File: config.mk
export PLATFORM = sky130hd
export DESIGN_NAME = dcvs_bank
export DESIGN_NICKNAME = d
export VERILOG_FILES = /design/src/logic/dcvs_pkg.sv /design/src/logic/dcvs_bank_if.sv /design/src/logic/dcvs_store.sv /design/src/logic/dcvs_bank.sv
export VERILOG_INCLUDE_DIRS = /design/src /design/src/logic
export SDC_FILE = /design/constraint.sdc
export NUM_CORES = 2
export LEC_CHECK = 0
export ABC_AREA = 0
export CAP_MARGIN = 20
export CORE_UTILIZATION = 40
export DETAILED_ROUTE_END_ITERATION = 8
export DONT_BUFFER_PORTS = 1
export GPL_TIMING_DRIVEN = 0
export MAX_ROUTING_LAYER = met4
export PLACE_DENSITY = 0.66
export SYNTH_ARGS = -nofsm -noshare
export SYNTH_HDL_FRONTEND = slang
export SYNTH_SLANG_ARGS = --single-unit
File: constraint.sdc
create_clock -name clock -period 9.02 [get_ports clock]
set_input_delay 0.902 -clock clock [delete_from_list [all_inputs] [get_ports clock]]
set_output_delay 0.902 -clock clock [all_outputs]
set_load 0.005 [all_outputs]
File: src/logic/dcvs_consts.svh
// Purpose: Offsets, reset values and thresholds of the settings bank
// Assumes: Variable numbers used directly as 8-bit offsets
// Notes: Definitions only
`ifndef DCVS_CONSTS_SVH
`define DCVS_CONSTS_SVH
`define DCVS_OFF_RESET_TRIG 8'h08
`define DCVS_OFF_BRAKING_TIME 8'h04
`define DCVS_OFF_BACKCH_CFG 8'h1c
`define DCVS_OFF_DECODER_CFG 8'h1d
`define DCVS_OFF_BRK_THRESH 8'h40
`define DCVS_OFF_BRK_TRIM 8'h41
`define DCVS_OFF_RETENTION 8'h7a
`define DCVS_OFF_SOUND_OPT 8'h7c
`define DCVS_OFF_FADER_VOL 8'h85
`define DCVS_RESET_MAGIC 8'h08
`define DCVS_RST_BRAKING_TIME 8'h00
`define DCVS_RST_BACKCH_CFG 8'h80
`define DCVS_RST_DECODER_CFG 8'h08
`define DCVS_RST_BRK_THRESH 8'h64
`define DCVS_RST_BRK_TRIM 8'h00
`define DCVS_RST_RETENTION 8'h00
`define DCVS_RST_SOUND_OPT 8'h00
`define DCVS_RST_FADER_VOL 8'h80
`define DCVS_MIN_BRAKING_TIME 8'h14
`define DCVS_FADER_UNITY 8'h80
`define DCVS_BIT_DIRECTION 0
`define DCVS_BIT_KEEP_FUNC 0
`define DCVS_BIT_KEEP_SPEED 1
`define DCVS_BIT_BACKCH_EN 3
`define DCVS_BIT_AUTO_REG 7
`define DCVS_SPEED_MAX 8'h7f
`endif

File: src/logic/dcvs_pkg.sv
// Purpose: Types shared by the settings bank
// Assumes: Nothing
// Notes: Types only
package dcvs_pkg;
	typedef enum logic [1:0] {DCVS_FADE_DOWN, DCVS_FADE_UNITY,
		DCVS_FADE_UP} dcvs_fade_t;
	typedef enum logic [1:0] {DCVS_BC_IDLE, DCVS_BC_ADDR,
		DCVS_BC_CV} dcvs_bc_t;
endpackage

File: src/logic/dcvs_bank_if.sv
// Purpose: Write and read path to the retained storage
// Assumes: One clock
// Notes: Read data registered in the store
`timescale 1ns/1ps
interface dcvs_bank_if;
	logic we;
	logic [7:0] waddr;
	logic [7:0] wdata;
	logic [7:0] raddr;
	logic [7:0] rdata;
	modport ctrl (output we, output waddr, output wdata, output raddr,
		input rdata);
	modport store (input we, input waddr, input wdata, input raddr,
		output rdata);
endinterface

File: src/logic/dcvs_store.sv
// Purpose: 256-entry retained variable store, registered read
// Assumes: Store contents survive power loss in the real part
// Notes: No reset of the array; the bank tracks its own copies
`timescale 1ns/1ps
module dcvs_store
(
	input wire clock,
	dcvs_bank_if.store bus
);
	logic [7:0] mem [0:255];
	always_ff @(posedge clock)
	begin
		if (bus.we)
		begin
			mem[bus.waddr] <= bus.wdata;
		end
		bus.rdata <= mem[bus.raddr];
	end
endmodule

File: src/logic/dcvs_bank.sv
// Purpose: Configuration-variable bank of a sound decoder
// Assumes: Station writes and reads arrive as one-cycle strobes
// Notes: Speed in 128-step form, 0 is stop
`timescale 1ns/1ps
`include "dcvs_consts.svh"
module dcvs_bank
(
	input wire clock,
	input wire arst_n,
	input wire cv_wr,
	input wire [7:0] cv_addr,
	input wire [7:0] cv_wdata,
	input wire cv_rd,
	input wire speed_cmd,
	input wire [6:0] speed_value,
	input wire [31:0] func_cmd,
	input wire fader_on,
	input wire [7:0] master_volume,
	input wire power_up,
	input wire [6:0] saved_speed,
	input wire [31:0] saved_funcs,
	input wire broadcast_req,
	input wire [13:0] loco_address,
	input wire capable_station,
	input wire analog_to_digital,
	input wire [6:0] current_speed,
	output logic brake_sound,
	output logic [7:0] out_volume,
	output logic [1:0] fade_mode,
	output logic direction_bit,
	output logic keep_direction,
	output logic [6:0] speed_target,
	output logic [31:0] func_state,
	output logic bc_valid,
	output logic [1:0] bc_kind,
	output logic [15:0] bc_data,
	output logic auto_register,
	output logic reset_done
);
	typedef struct packed {
		logic [7:0] braking_time;
		logic [7:0] backchannel_config;
		logic [7:0] decoder_config;
		logic [7:0] brake_sound_threshold;
		logic [7:0] brake_sound_trim;
		logic [7:0] state_retention;
		logic [7:0] sound_options;
		logic [7:0] fader_volume;
		logic brake_sound;
		logic [7:0] trim_count;
		logic [7:0] out_volume;
		logic [1:0] fade_mode;
		logic direction_bit;
		logic keep_direction;
		logic [6:0] speed_target;
		logic [31:0] func_state;
		logic bc_valid;
		logic [1:0] bc_kind;
		logic [15:0] bc_data;
		logic rd_pend;
		logic rd_hit;
		logic [7:0] rd_copy;
		logic [31:0] func_seen;
		logic auto_register;
		logic reset_done;
	} dcvs_state_t;
	dcvs_state_t st;
	dcvs_state_t next_st;
	dcvs_bank_if bus ();
	dcvs_store u_store
	(
		.clock(clock),
		.bus(bus)
	);

	////////////////////////////////////////////////////////////////////
	function automatic dcvs_pkg::dcvs_fade_t fade_of(input logic [7:0] v);
		if (v < `DCVS_FADER_UNITY)
			fade_of = dcvs_pkg::DCVS_FADE_DOWN;
		else if (v == `DCVS_FADER_UNITY)
			fade_of = dcvs_pkg::DCVS_FADE_UNITY;
		else
			fade_of = dcvs_pkg::DCVS_FADE_UP;
	endfunction

	function automatic logic [7:0] scale_vol(input logic [7:0] m,
		input logic [7:0] f);
		logic [16:0] p;
		p = ({9'h000, m} * {9'h000, f}) >> 7;
		if (p > 17'h000ff)
			scale_vol = 8'hff;
		else
			scale_vol = p[7:0];
	endfunction

	// Threshold maps so that 100 is near step 48: higher value, lower speed
	function automatic logic [6:0] brake_speed(input logic [7:0] t);
		logic [8:0] s;
		s = 9'h094 - {1'b0, t};
		if (t > 8'h94)
			brake_speed = 7'h00;
		else if (s > 9'h07f)
			brake_speed = 7'h7f;
		else
			brake_speed = s[6:0];
	endfunction

	// Bank copy of a tracked variable, flag in bit 8. After a factory
	// reset the store still holds old bytes, so reads must use the copy
	function automatic logic [8:0] bank_copy(input dcvs_state_t s,
		input logic [7:0] a);
		case (a)
			`DCVS_OFF_BRAKING_TIME: bank_copy = {1'b1, s.braking_time};
			`DCVS_OFF_BACKCH_CFG: bank_copy = {1'b1, s.backchannel_config};
			`DCVS_OFF_DECODER_CFG: bank_copy = {1'b1, s.decoder_config};
			`DCVS_OFF_BRK_THRESH: bank_copy = {1'b1, s.brake_sound_threshold};
			`DCVS_OFF_BRK_TRIM: bank_copy = {1'b1, s.brake_sound_trim};
			`DCVS_OFF_RETENTION: bank_copy = {1'b1, s.state_retention};
			`DCVS_OFF_SOUND_OPT: bank_copy = {1'b1, s.sound_options};
			`DCVS_OFF_FADER_VOL: bank_copy = {1'b1, s.fader_volume};
			default: bank_copy = 9'h000;
		endcase
	endfunction

	////////////////////////////////////////////////////////////////////
	// The store sees every write, tracked or not, for readback
	assign bus.we = cv_wr;
	assign bus.waddr = cv_addr;
	assign bus.wdata = cv_wdata;
	assign bus.raddr = cv_addr;

	// One combinational pass builds the next state of the whole bank
	always_comb
	begin
		next_st = st;
		next_st.bc_valid = 1'b0;
		next_st.reset_done = 1'b0;
		next_st.rd_pend = 1'b0;
		if (cv_wr)
		begin
			case (cv_addr)
				`DCVS_OFF_BRAKING_TIME: next_st.braking_time = cv_wdata;
				`DCVS_OFF_BACKCH_CFG: next_st.backchannel_config = cv_wdata;
				`DCVS_OFF_DECODER_CFG: next_st.decoder_config = cv_wdata;
				`DCVS_OFF_BRK_THRESH: next_st.brake_sound_threshold = cv_wdata;
				`DCVS_OFF_BRK_TRIM: next_st.brake_sound_trim = cv_wdata;
				`DCVS_OFF_RETENTION: next_st.state_retention = cv_wdata;
				`DCVS_OFF_SOUND_OPT: next_st.sound_options = cv_wdata;
				`DCVS_OFF_FADER_VOL: next_st.fader_volume = cv_wdata;
				`DCVS_OFF_RESET_TRIG:
				begin
					if (cv_wdata == `DCVS_RESET_MAGIC)
					begin
						next_st.braking_time = `DCVS_RST_BRAKING_TIME;
						next_st.backchannel_config = `DCVS_RST_BACKCH_CFG;
						next_st.decoder_config = `DCVS_RST_DECODER_CFG;
						next_st.brake_sound_threshold = `DCVS_RST_BRK_THRESH;
						next_st.brake_sound_trim = `DCVS_RST_BRK_TRIM;
						next_st.state_retention = `DCVS_RST_RETENTION;
						next_st.sound_options = `DCVS_RST_SOUND_OPT;
						next_st.fader_volume = `DCVS_RST_FADER_VOL;
						next_st.reset_done = 1'b1;
					end
				end
				default: ;
			endcase
		end

		// Brake sound trigger, conditions judged at the stop command
		if (speed_cmd && speed_value == 7'h00 && !st.brake_sound)
		begin
			if (st.braking_time >= `DCVS_MIN_BRAKING_TIME
				&& current_speed >= brake_speed(st.brake_sound_threshold))
			begin
				next_st.brake_sound = 1'b1;
				next_st.trim_count = st.brake_sound_trim;
			end
		end
		// Sound holds until loco stops, then runs the trim as extra time
		if (st.brake_sound && current_speed == 7'h00)
		begin
			if (st.trim_count == 8'h00)
				next_st.brake_sound = 1'b0;
			else
				next_st.trim_count = st.trim_count - 8'h01;
		end
		if (speed_cmd && speed_value != 7'h00)
			next_st.brake_sound = 1'b0;

		// Fader decode and volume follow the bank copy one cycle late
		next_st.fade_mode = fade_of(st.fader_volume);
		if (fader_on)
			next_st.out_volume = scale_vol(master_volume, st.fader_volume);
		else
			next_st.out_volume = master_volume;
		next_st.direction_bit = st.sound_options[`DCVS_BIT_DIRECTION];
		next_st.keep_direction = analog_to_digital
			&& st.sound_options[`DCVS_BIT_DIRECTION];

		// Power return takes saved levels only where retention bits ask
		if (power_up)
		begin
			if (st.state_retention[`DCVS_BIT_KEEP_FUNC])
				next_st.func_state = saved_funcs;
			else
				next_st.func_state = 32'h00000000;
			if (st.state_retention[`DCVS_BIT_KEEP_SPEED])
				next_st.speed_target = saved_speed;
			else
				next_st.speed_target = 7'h00;
		end
		else
		begin
			// Follow the station only when it changes a function, so a
			// restored set is not wiped by the unchanged command level
			if (func_cmd != st.func_seen)
				next_st.func_state = func_cmd;
			if (speed_cmd)
				next_st.speed_target = speed_value;
		end
		next_st.func_seen = func_cmd;

		// Registration needs both a willing bank and a capable station
		next_st.auto_register = capable_station
			&& st.backchannel_config[`DCVS_BIT_AUTO_REG];

		// Read answers: one cycle for the store, one to register the reply
		if (st.decoder_config[`DCVS_BIT_BACKCH_EN])
		begin
			if (st.rd_pend)
			begin
				next_st.bc_valid = 1'b1;
				next_st.bc_kind = dcvs_pkg::DCVS_BC_CV;
				if (st.rd_hit)
					next_st.bc_data = {8'h00, st.rd_copy};
				else
					next_st.bc_data = {8'h00, bus.rdata};
			end
			else if (broadcast_req)
			begin
				next_st.bc_valid = 1'b1;
				next_st.bc_kind = dcvs_pkg::DCVS_BC_ADDR;
				next_st.bc_data = {2'b00, loco_address};
			end
			if (cv_rd)
			begin
				next_st.rd_pend = 1'b1;
				{next_st.rd_hit, next_st.rd_copy} = bank_copy(st, cv_addr);
			end
		end
	end

	////////////////////////////////////////////////////////////////////
	always_ff @(posedge clock or negedge arst_n)
	begin
		if (!arst_n)
		begin
			// Settings return to defaults; the store array is left alone
			st <= '0;
			st.braking_time <= `DCVS_RST_BRAKING_TIME;
			st.backchannel_config <= `DCVS_RST_BACKCH_CFG;
			st.decoder_config <= `DCVS_RST_DECODER_CFG;
			st.brake_sound_threshold <= `DCVS_RST_BRK_THRESH;
			st.brake_sound_trim <= `DCVS_RST_BRK_TRIM;
			st.state_retention <= `DCVS_RST_RETENTION;
			st.sound_options <= `DCVS_RST_SOUND_OPT;
			st.fader_volume <= `DCVS_RST_FADER_VOL;
			st.fade_mode <= dcvs_pkg::DCVS_FADE_UNITY;
		end
		else
		begin
			st <= next_st;
		end
	end

	// Every output is a field of the registered state
	assign brake_sound = st.brake_sound;
	assign out_volume = st.out_volume;
	assign fade_mode = st.fade_mode;
	assign direction_bit = st.direction_bit;
	assign keep_direction = st.keep_direction;
	assign speed_target = st.speed_target;
	assign func_state = st.func_state;
	assign bc_valid = st.bc_valid;
	assign bc_kind = st.bc_kind;
	assign bc_data = st.bc_data;
	assign auto_register = st.auto_register;
	assign reset_done = st.reset_done;
endmodule

; ---- Yosys cells after proc, flatten, opt, wreduce, memory -nomap -nowiden
; Memories as Yosys holds them, arrays and structs flattened. A register that Yosys moved wholly into a read port is not among the register bits.
; Cells that the tools add are included.
[classes]
mux = 38
add_sub_neg = 2
reduce_logical = 33
magnitude_cmp = 6
multipliers = 1
eq_ne = 13
[ops]
columns = cell, count
row1 = case mux 8 bit (2 select lines), 8
row2 = case mux 9 bit (8 select lines), 1
row3 = 2-to-1 mux 32 bit, 2
row4 = 2-to-1 mux 64 bit, 1
row5 = 2-to-1 mux 39 bit, 1
row6 = 2-to-1 mux 19 bit, 2
row7 = 2-to-1 mux 7 bit, 5
row8 = "== test 8 x 7 -> 1 bit, second input constant", 4
row9 = 2-to-1 mux 8 bit, 4
row10 = inequality test 32 bit, 1
row11 = 2-to-1 mux 29 bit, 1
row12 = 2-to-1 mux 9 bit, 3
row13 = AND reduction 3 bit, 8
row14 = nonzero test 2 bit, 11
row15 = "== test 8 x 4 -> 1 bit, second input constant", 2
row16 = "== test 8 x 5 -> 1 bit, second input constant", 2
row17 = "== test 8 bit, second input constant", 2
row18 = multiplier 8 x 8 -> 16 bit, 1
row19 = zero test 7 bit, 2
row20 = 2-to-1 mux 10 bit, 1
row21 = "> comparator 9 x 7 -> 1 bit, second input constant", 1
row22 = "> comparator 9 x 8 -> 1 bit, second input constant", 1
row23 = "subtractor 8 x 8 -> 9 bit, first input constant", 1
row24 = "== test 8 x 3 -> 1 bit, second input constant", 1
row25 = other kinds (13), 27
[totals]
word_cells = 119
mem_bits_rw = 2048
inputBits = 133
out_inout_bits = 73
memories = 1
ff_bits = 187
[memory_table]
columns = memory, words, word_bits, rd, rd_ports_with_merged_regs, write_ports, line
row1 = u_store.mem, 256, 8, 1, 1, 1, dcvs_store.sv:10  ; logic [7:0] mem [0:255];

; ---- Logic depth before layout (Yosys ltp)
[depth]
word_depth = 12
mapped_depth = 18
depth_no_buf = 17

; ---- By module
; Synthesis repeated with hierarchy kept, for this count alone.
[unflattened]
hier_cells = 4843
hier_area_um2 = 90682.0
[by_module_without_submodules]
columns = module, instances, cells_per_inst, seq_area_each_um2, area_each_um2
row1 = dcvs_store, 1, 3733, 61659.1, 79556.3
row2 = dcvs_bank, 1, 1110, 4638.2, 11125.7

; ---- Worst setup path after synthesis
; Ideal clock, no wire load.
[synth_path]
path_kind = input to register
from = input port master_volume[7]
to = register st (netlist bit out_volume[0])
setup_slack_ps = 3676
required_ps = 8877
path_buffers = 0
setup_time_ps = 143
arrival_time_ps = 5201
cell_stages = 15
cell_sequence = and2_1 > fa_1 > fa_1 > fa_1 > inv_1 > fa_1 > inv_1 > ha_1 > and3_1 > a221o_1 > a31o_2 > a41o_1 > o41ai_1 > xor2_1 > a31oi_1
[synth_lines]
columns = item, line
row1 = from (decl), dcvs_bank.sv:18  ; input wire [7:0] master_volume,
row2 = to (signal assigned), dcvs_bank.sv:272  ; st <= next_st;
row3 = to (decl), dcvs_bank.sv:67  ; dcvs_state_t st;

; ---- Worst setup path in the final report
[layout_path]
from = input port cv_addr[1]
to = memory u_store.mem[111][5], enable pin
[layout_lines]
columns = item, line
row1 = from (decl), dcvs_bank.sv:11  ; input wire [7:0] cv_addr,
row2 = to (decl), dcvs_store.sv:10
; No word-level cell before the write port.

==> summary.md <==
| Metric | Value |
|---|---|
| Status | `finished clean` |
| H-Tree Depth | `4` |
| Antenna violations before repair | `21` |
| Setup tns final | `0 ns` |
| Synth Flop Type | `edfxtp_1` |
| 1st-pass router iterations | `7` |
| Share of the synthesized area in the top cell type | `0.683` |
| Place WS | `1.99 ns` |
| Hold Crit Class | `in -> reg` |
| Library cells used by synthesis | `74` |
| Sw frac | `0.231` |
| Reg2reg setup slack | `3.41 ns` |
| R2R Path End | `out_volume[5]$_DFF_PN0_` |
| R2R cell count | `17` |
| Post-route setup slack | `2.48 ns` |
| DRT iter0 DRCs | `8,968` |
| Fraction of layout cells with a size suffix above 1 | `0.237` |
| Syn. warnings | `0` |
| WHS Endpoint | `st[6]$_DFF_PN0_` |
| CP dominant cell by count | `buf_2` |
| Setup CP Type | `in -> reg` |
| # nets final | `5,037` |
| CP endpoint kind | `register` |
| Vias post-DR | `50,585` |
| Max-cap violations | `0` |
| Worst Hold Depth | `0` |
| CP arrival | `7.00 ns` |
| Synth Instances | `4,588` |
| P_leak | `32.8 nW` |
| CP max FO | `10` |
| Crit path depth | `10` |
| Switching power | `5.04 mW` |
| Max frequency | `0.153 GHz` |
| Wire per inst | `39.8 um` |
| Vias in the first global route | `47,570` |
| Core outline area | `223,000 sq um` |
| Max-slew headroom | `0.154` |
| Slew Viols, Final | `0` |
| Sequential share of power | `0.525` |
| Clock Pin Slew Worst Setup and Hold Paths | `0.06 ns` |
| IO Pins | `206` |
| # fillers | `18,725` |
| Root Buffer | `clkbuf_16` |
| Final wirelength | `319,000 um` |
| Final Hold Vio Count | `0` |
| Port-buffer cells | `0` |
| CTS Sinks | `2,241` |
| Via density | `6.32` |
| Post-Syn Area | `90,100 sq um` |
| Sequential-to-total area share from yosys stat | `0.736` |
| Row Count | `173` |
| First-pass GRT wire length | `424,000 um` |
| Initial core utilization | `0.404` |
| Critical path startpoint category | `input port` |
| Total global routing overflow | `0` |
| Cell Chain, Critical Path | `buf_2 > buf_2 > buf_2 > buf_2 > buf_2 > buf_2 > and3_1 > nand2_1 > clkbuf_2 > nor2_1` |
| Power Density | `215 nW/um^2` |
| Largest net degree at the start of global routing | `261` |
| Setup Buffers After CTS | `0` |
| GPL Wtd Cong | `1.04` |
| TritonCTS clock tree | `yes` |
| Mean Syn Cell Area | `19.6 sq um` |
| #FFs+latches synth | `2,241` |
| Worst slew pin tran | `1.26 ns` |
| Critical path's slowest cell | `nor2_1` |
| Chip Height | `477 um` |
| Final cell count without fillers | `8,001` |
| Number of CTS-inserted buffers | `211` |
| Synth top cells by count | `edfxtp_1 (2,048), mux4_2 (593), nor2_1 (305)` |
| Clk buf depth | `3` |
| Crit share post-route | `0.725` |
| Req. time, crit path | `9.48 ns` |
| Asr flop ratio synth | `0.0826` |
| Antenna Nets Post-Route | `0` |
| Worst path bufs/invs | `7` |
| Drc violations | `0` |
| Hpwl dp | `205,000 um` |
| Placed Cells | `7,587` |
| Max Clock Skew | `0.0414 ns` |
| Delay-heaviest family, CP | `buffers and inverters` |
| RSZ-0062 raised after global routing | `false` |
| Synth area leader | `edfxtp_1` |
| Clock power frac | `0.411` |
| Minimum clock period after layout | `6.54 ns` |
| Peak supply drop | `0.000165 V` |
| Cell with the most instances after synthesis | `edfxtp_1` |
| Setup violations, final | `0` |
| EDFF count, synth | `2,048` |
| Die Area | `227,000 sq um` |
| Worst-skew pair later-pin latency | `0.90 ns` |
| Critical Path Max Stage Delay | `1.00 ns` |
| Hold_sp | `func_cmd[4]` |
| Largest cells by area after synthesis | `edfxtp_1 (68%), mux4_2 (15%), dfrtp_1 (4.9%)` |
| Worst r2r src | `st[125]$_DFFE_PN0P_` |
| GRT Util Overall | `0.286` |
| Area added between synthesis and finish | `12.5%` |
| Die X-Extent | `477 um` |
| Int Pwr | `16.8 mW` |
| Gate power share | `0.065` |
## layout make-up
type	instances	area, sq um	area share
diodes	29	72.6	0.000716
repair buffers	24	404	0.00399
flip-flops and latches	2241	66300	0.654
plain buffers	311	1790	0.0177
well taps	2975	3720	0.0367
multi-input cells	1967	21900	0.216
clock buffers	248	5460	0.0539
clock inverters	136	1430	0.0141
inverters	70	263	0.00259
## stage by stage
step	util	instance area [sq um]	hold slack (ns)	power, mW
6_report	0.455	101000	0.0615	21.8
3_5_place_dp	0.423	94300	0.456	13.0
5_1_grt	0.454	101000	0.0260	22.2
2_1_floorplan	-	90100	0.385	12.4
4_1_cts	0.454	101000	0.0149	21.8
3_3_place_gp	0.421	93800	0.443	13.0
## worst max-delay path by stage
| stage | to | from |
|---|---|---|
| global placement | u_store.mem[111][7]$_DFFE_PP_ | cv_addr[1] |
| detailed placement | u_store.mem[111][5]$_DFFE_PP_ | cv_addr[1] |
| finish | u_store.mem[111][5]$_DFFE_PP_ | cv_addr[1] |
| global route | u_store.mem[111][5]$_DFFE_PP_ | cv_addr[1] |
| CTS | u_store.mem[111][5]$_DFFE_PP_ | cv_addr[1] |
| floorplan | out_volume[0]$_DFF_PN0_ | master_volume[7] |
## power by group through the flow
stage / logic (mW) / clock network, mW / registers [mW]
final: 1.41 / 8.97 / 11.5
after global routing: 1.42 / 9.33 / 11.5
after CTS: 1.36 / 8.94 / 11.5
after detailed placement: 1.34 / 0 / 11.7
after global placement: 1.32 / 0 / 11.7
after floorplan: 0.716 / 0 / 11.7
## state kept, by name, indices dropped and copies added, names as in the netlist, 2 cells and up
name               cells
bc_data               14
bc_kind                2
fade_mode              2
func_state            32
out_volume             8
speed_target           7
st                   113
u_store.bus.rdata      8
u_store.mem         2048
## repair_timing
| action | CTS | global route |
|---|---|---|
| resized for setup | 0 | 0 |
| hold buffers | 1 | 0 |
| endpoints found under the hold margin | 185 | 0 |
## kinds of logic after synthesis
kind of cell    after synthesis  synth area share
fa+ha+maj                    78            0.0137
other cells                   1         0.0000416
xor+xnor                     43           0.00418
simple gates                777            0.0391
mux                         690             0.159
buf+inv                     381            0.0218
flops                      2241             0.736
compound gates              377            0.0263
## worst register-to-register path: cells and delay by family, from the launching register on
family,cells,cell delay [ns]
xor+xnor,1,0.46
flops,1,0.34
compound gates,5,1.37
buf+inv,4,0.57
simple gates,2,0.36
fa+ha+maj,5,2.34
## routing by layer
metal  global-route usage  part of all wire  up-vias
li1                     -                 -    18974
met1                0.362              0.36    26734
met2                0.400              0.44     4132
met3                0.115              0.15      745
met4                0.137             0.056        0
met5                    -                 0        -
## layout by cell type (no fill, tap or decap), types with 9 or more instances in the layout
cell type  count
xor2_1        22
o22ai_1       24
mux4_2       593
a21oi_1       73
buf_6         24
edfxtp_1    2048
nor3_2         9
nand2_1      208
buf_2         83
a22oi_1       38
nand4_1       15
diode_2       29
nor2b_1       50
nand2b_1      12
nor2_1       305
dfrtp_1      178
xnor2_1       21
buf_4         84
ha_1          43
o21ai_0      129
and2_1        55
inv_1         68
nand3_1       39
clkinv_1      44
a222oi_1       9
nor4_1        13
a31oi_1       12
clkbuf_1     110
clkinv_2      48
o32ai_1       15
clkbuf_2      47
nor3_1        27
clkinv_16     10
bufinv_16     19
fa_1          35
clkbuf_16    212
mux2i_1       96
Power figures use the tool's default switching activity.
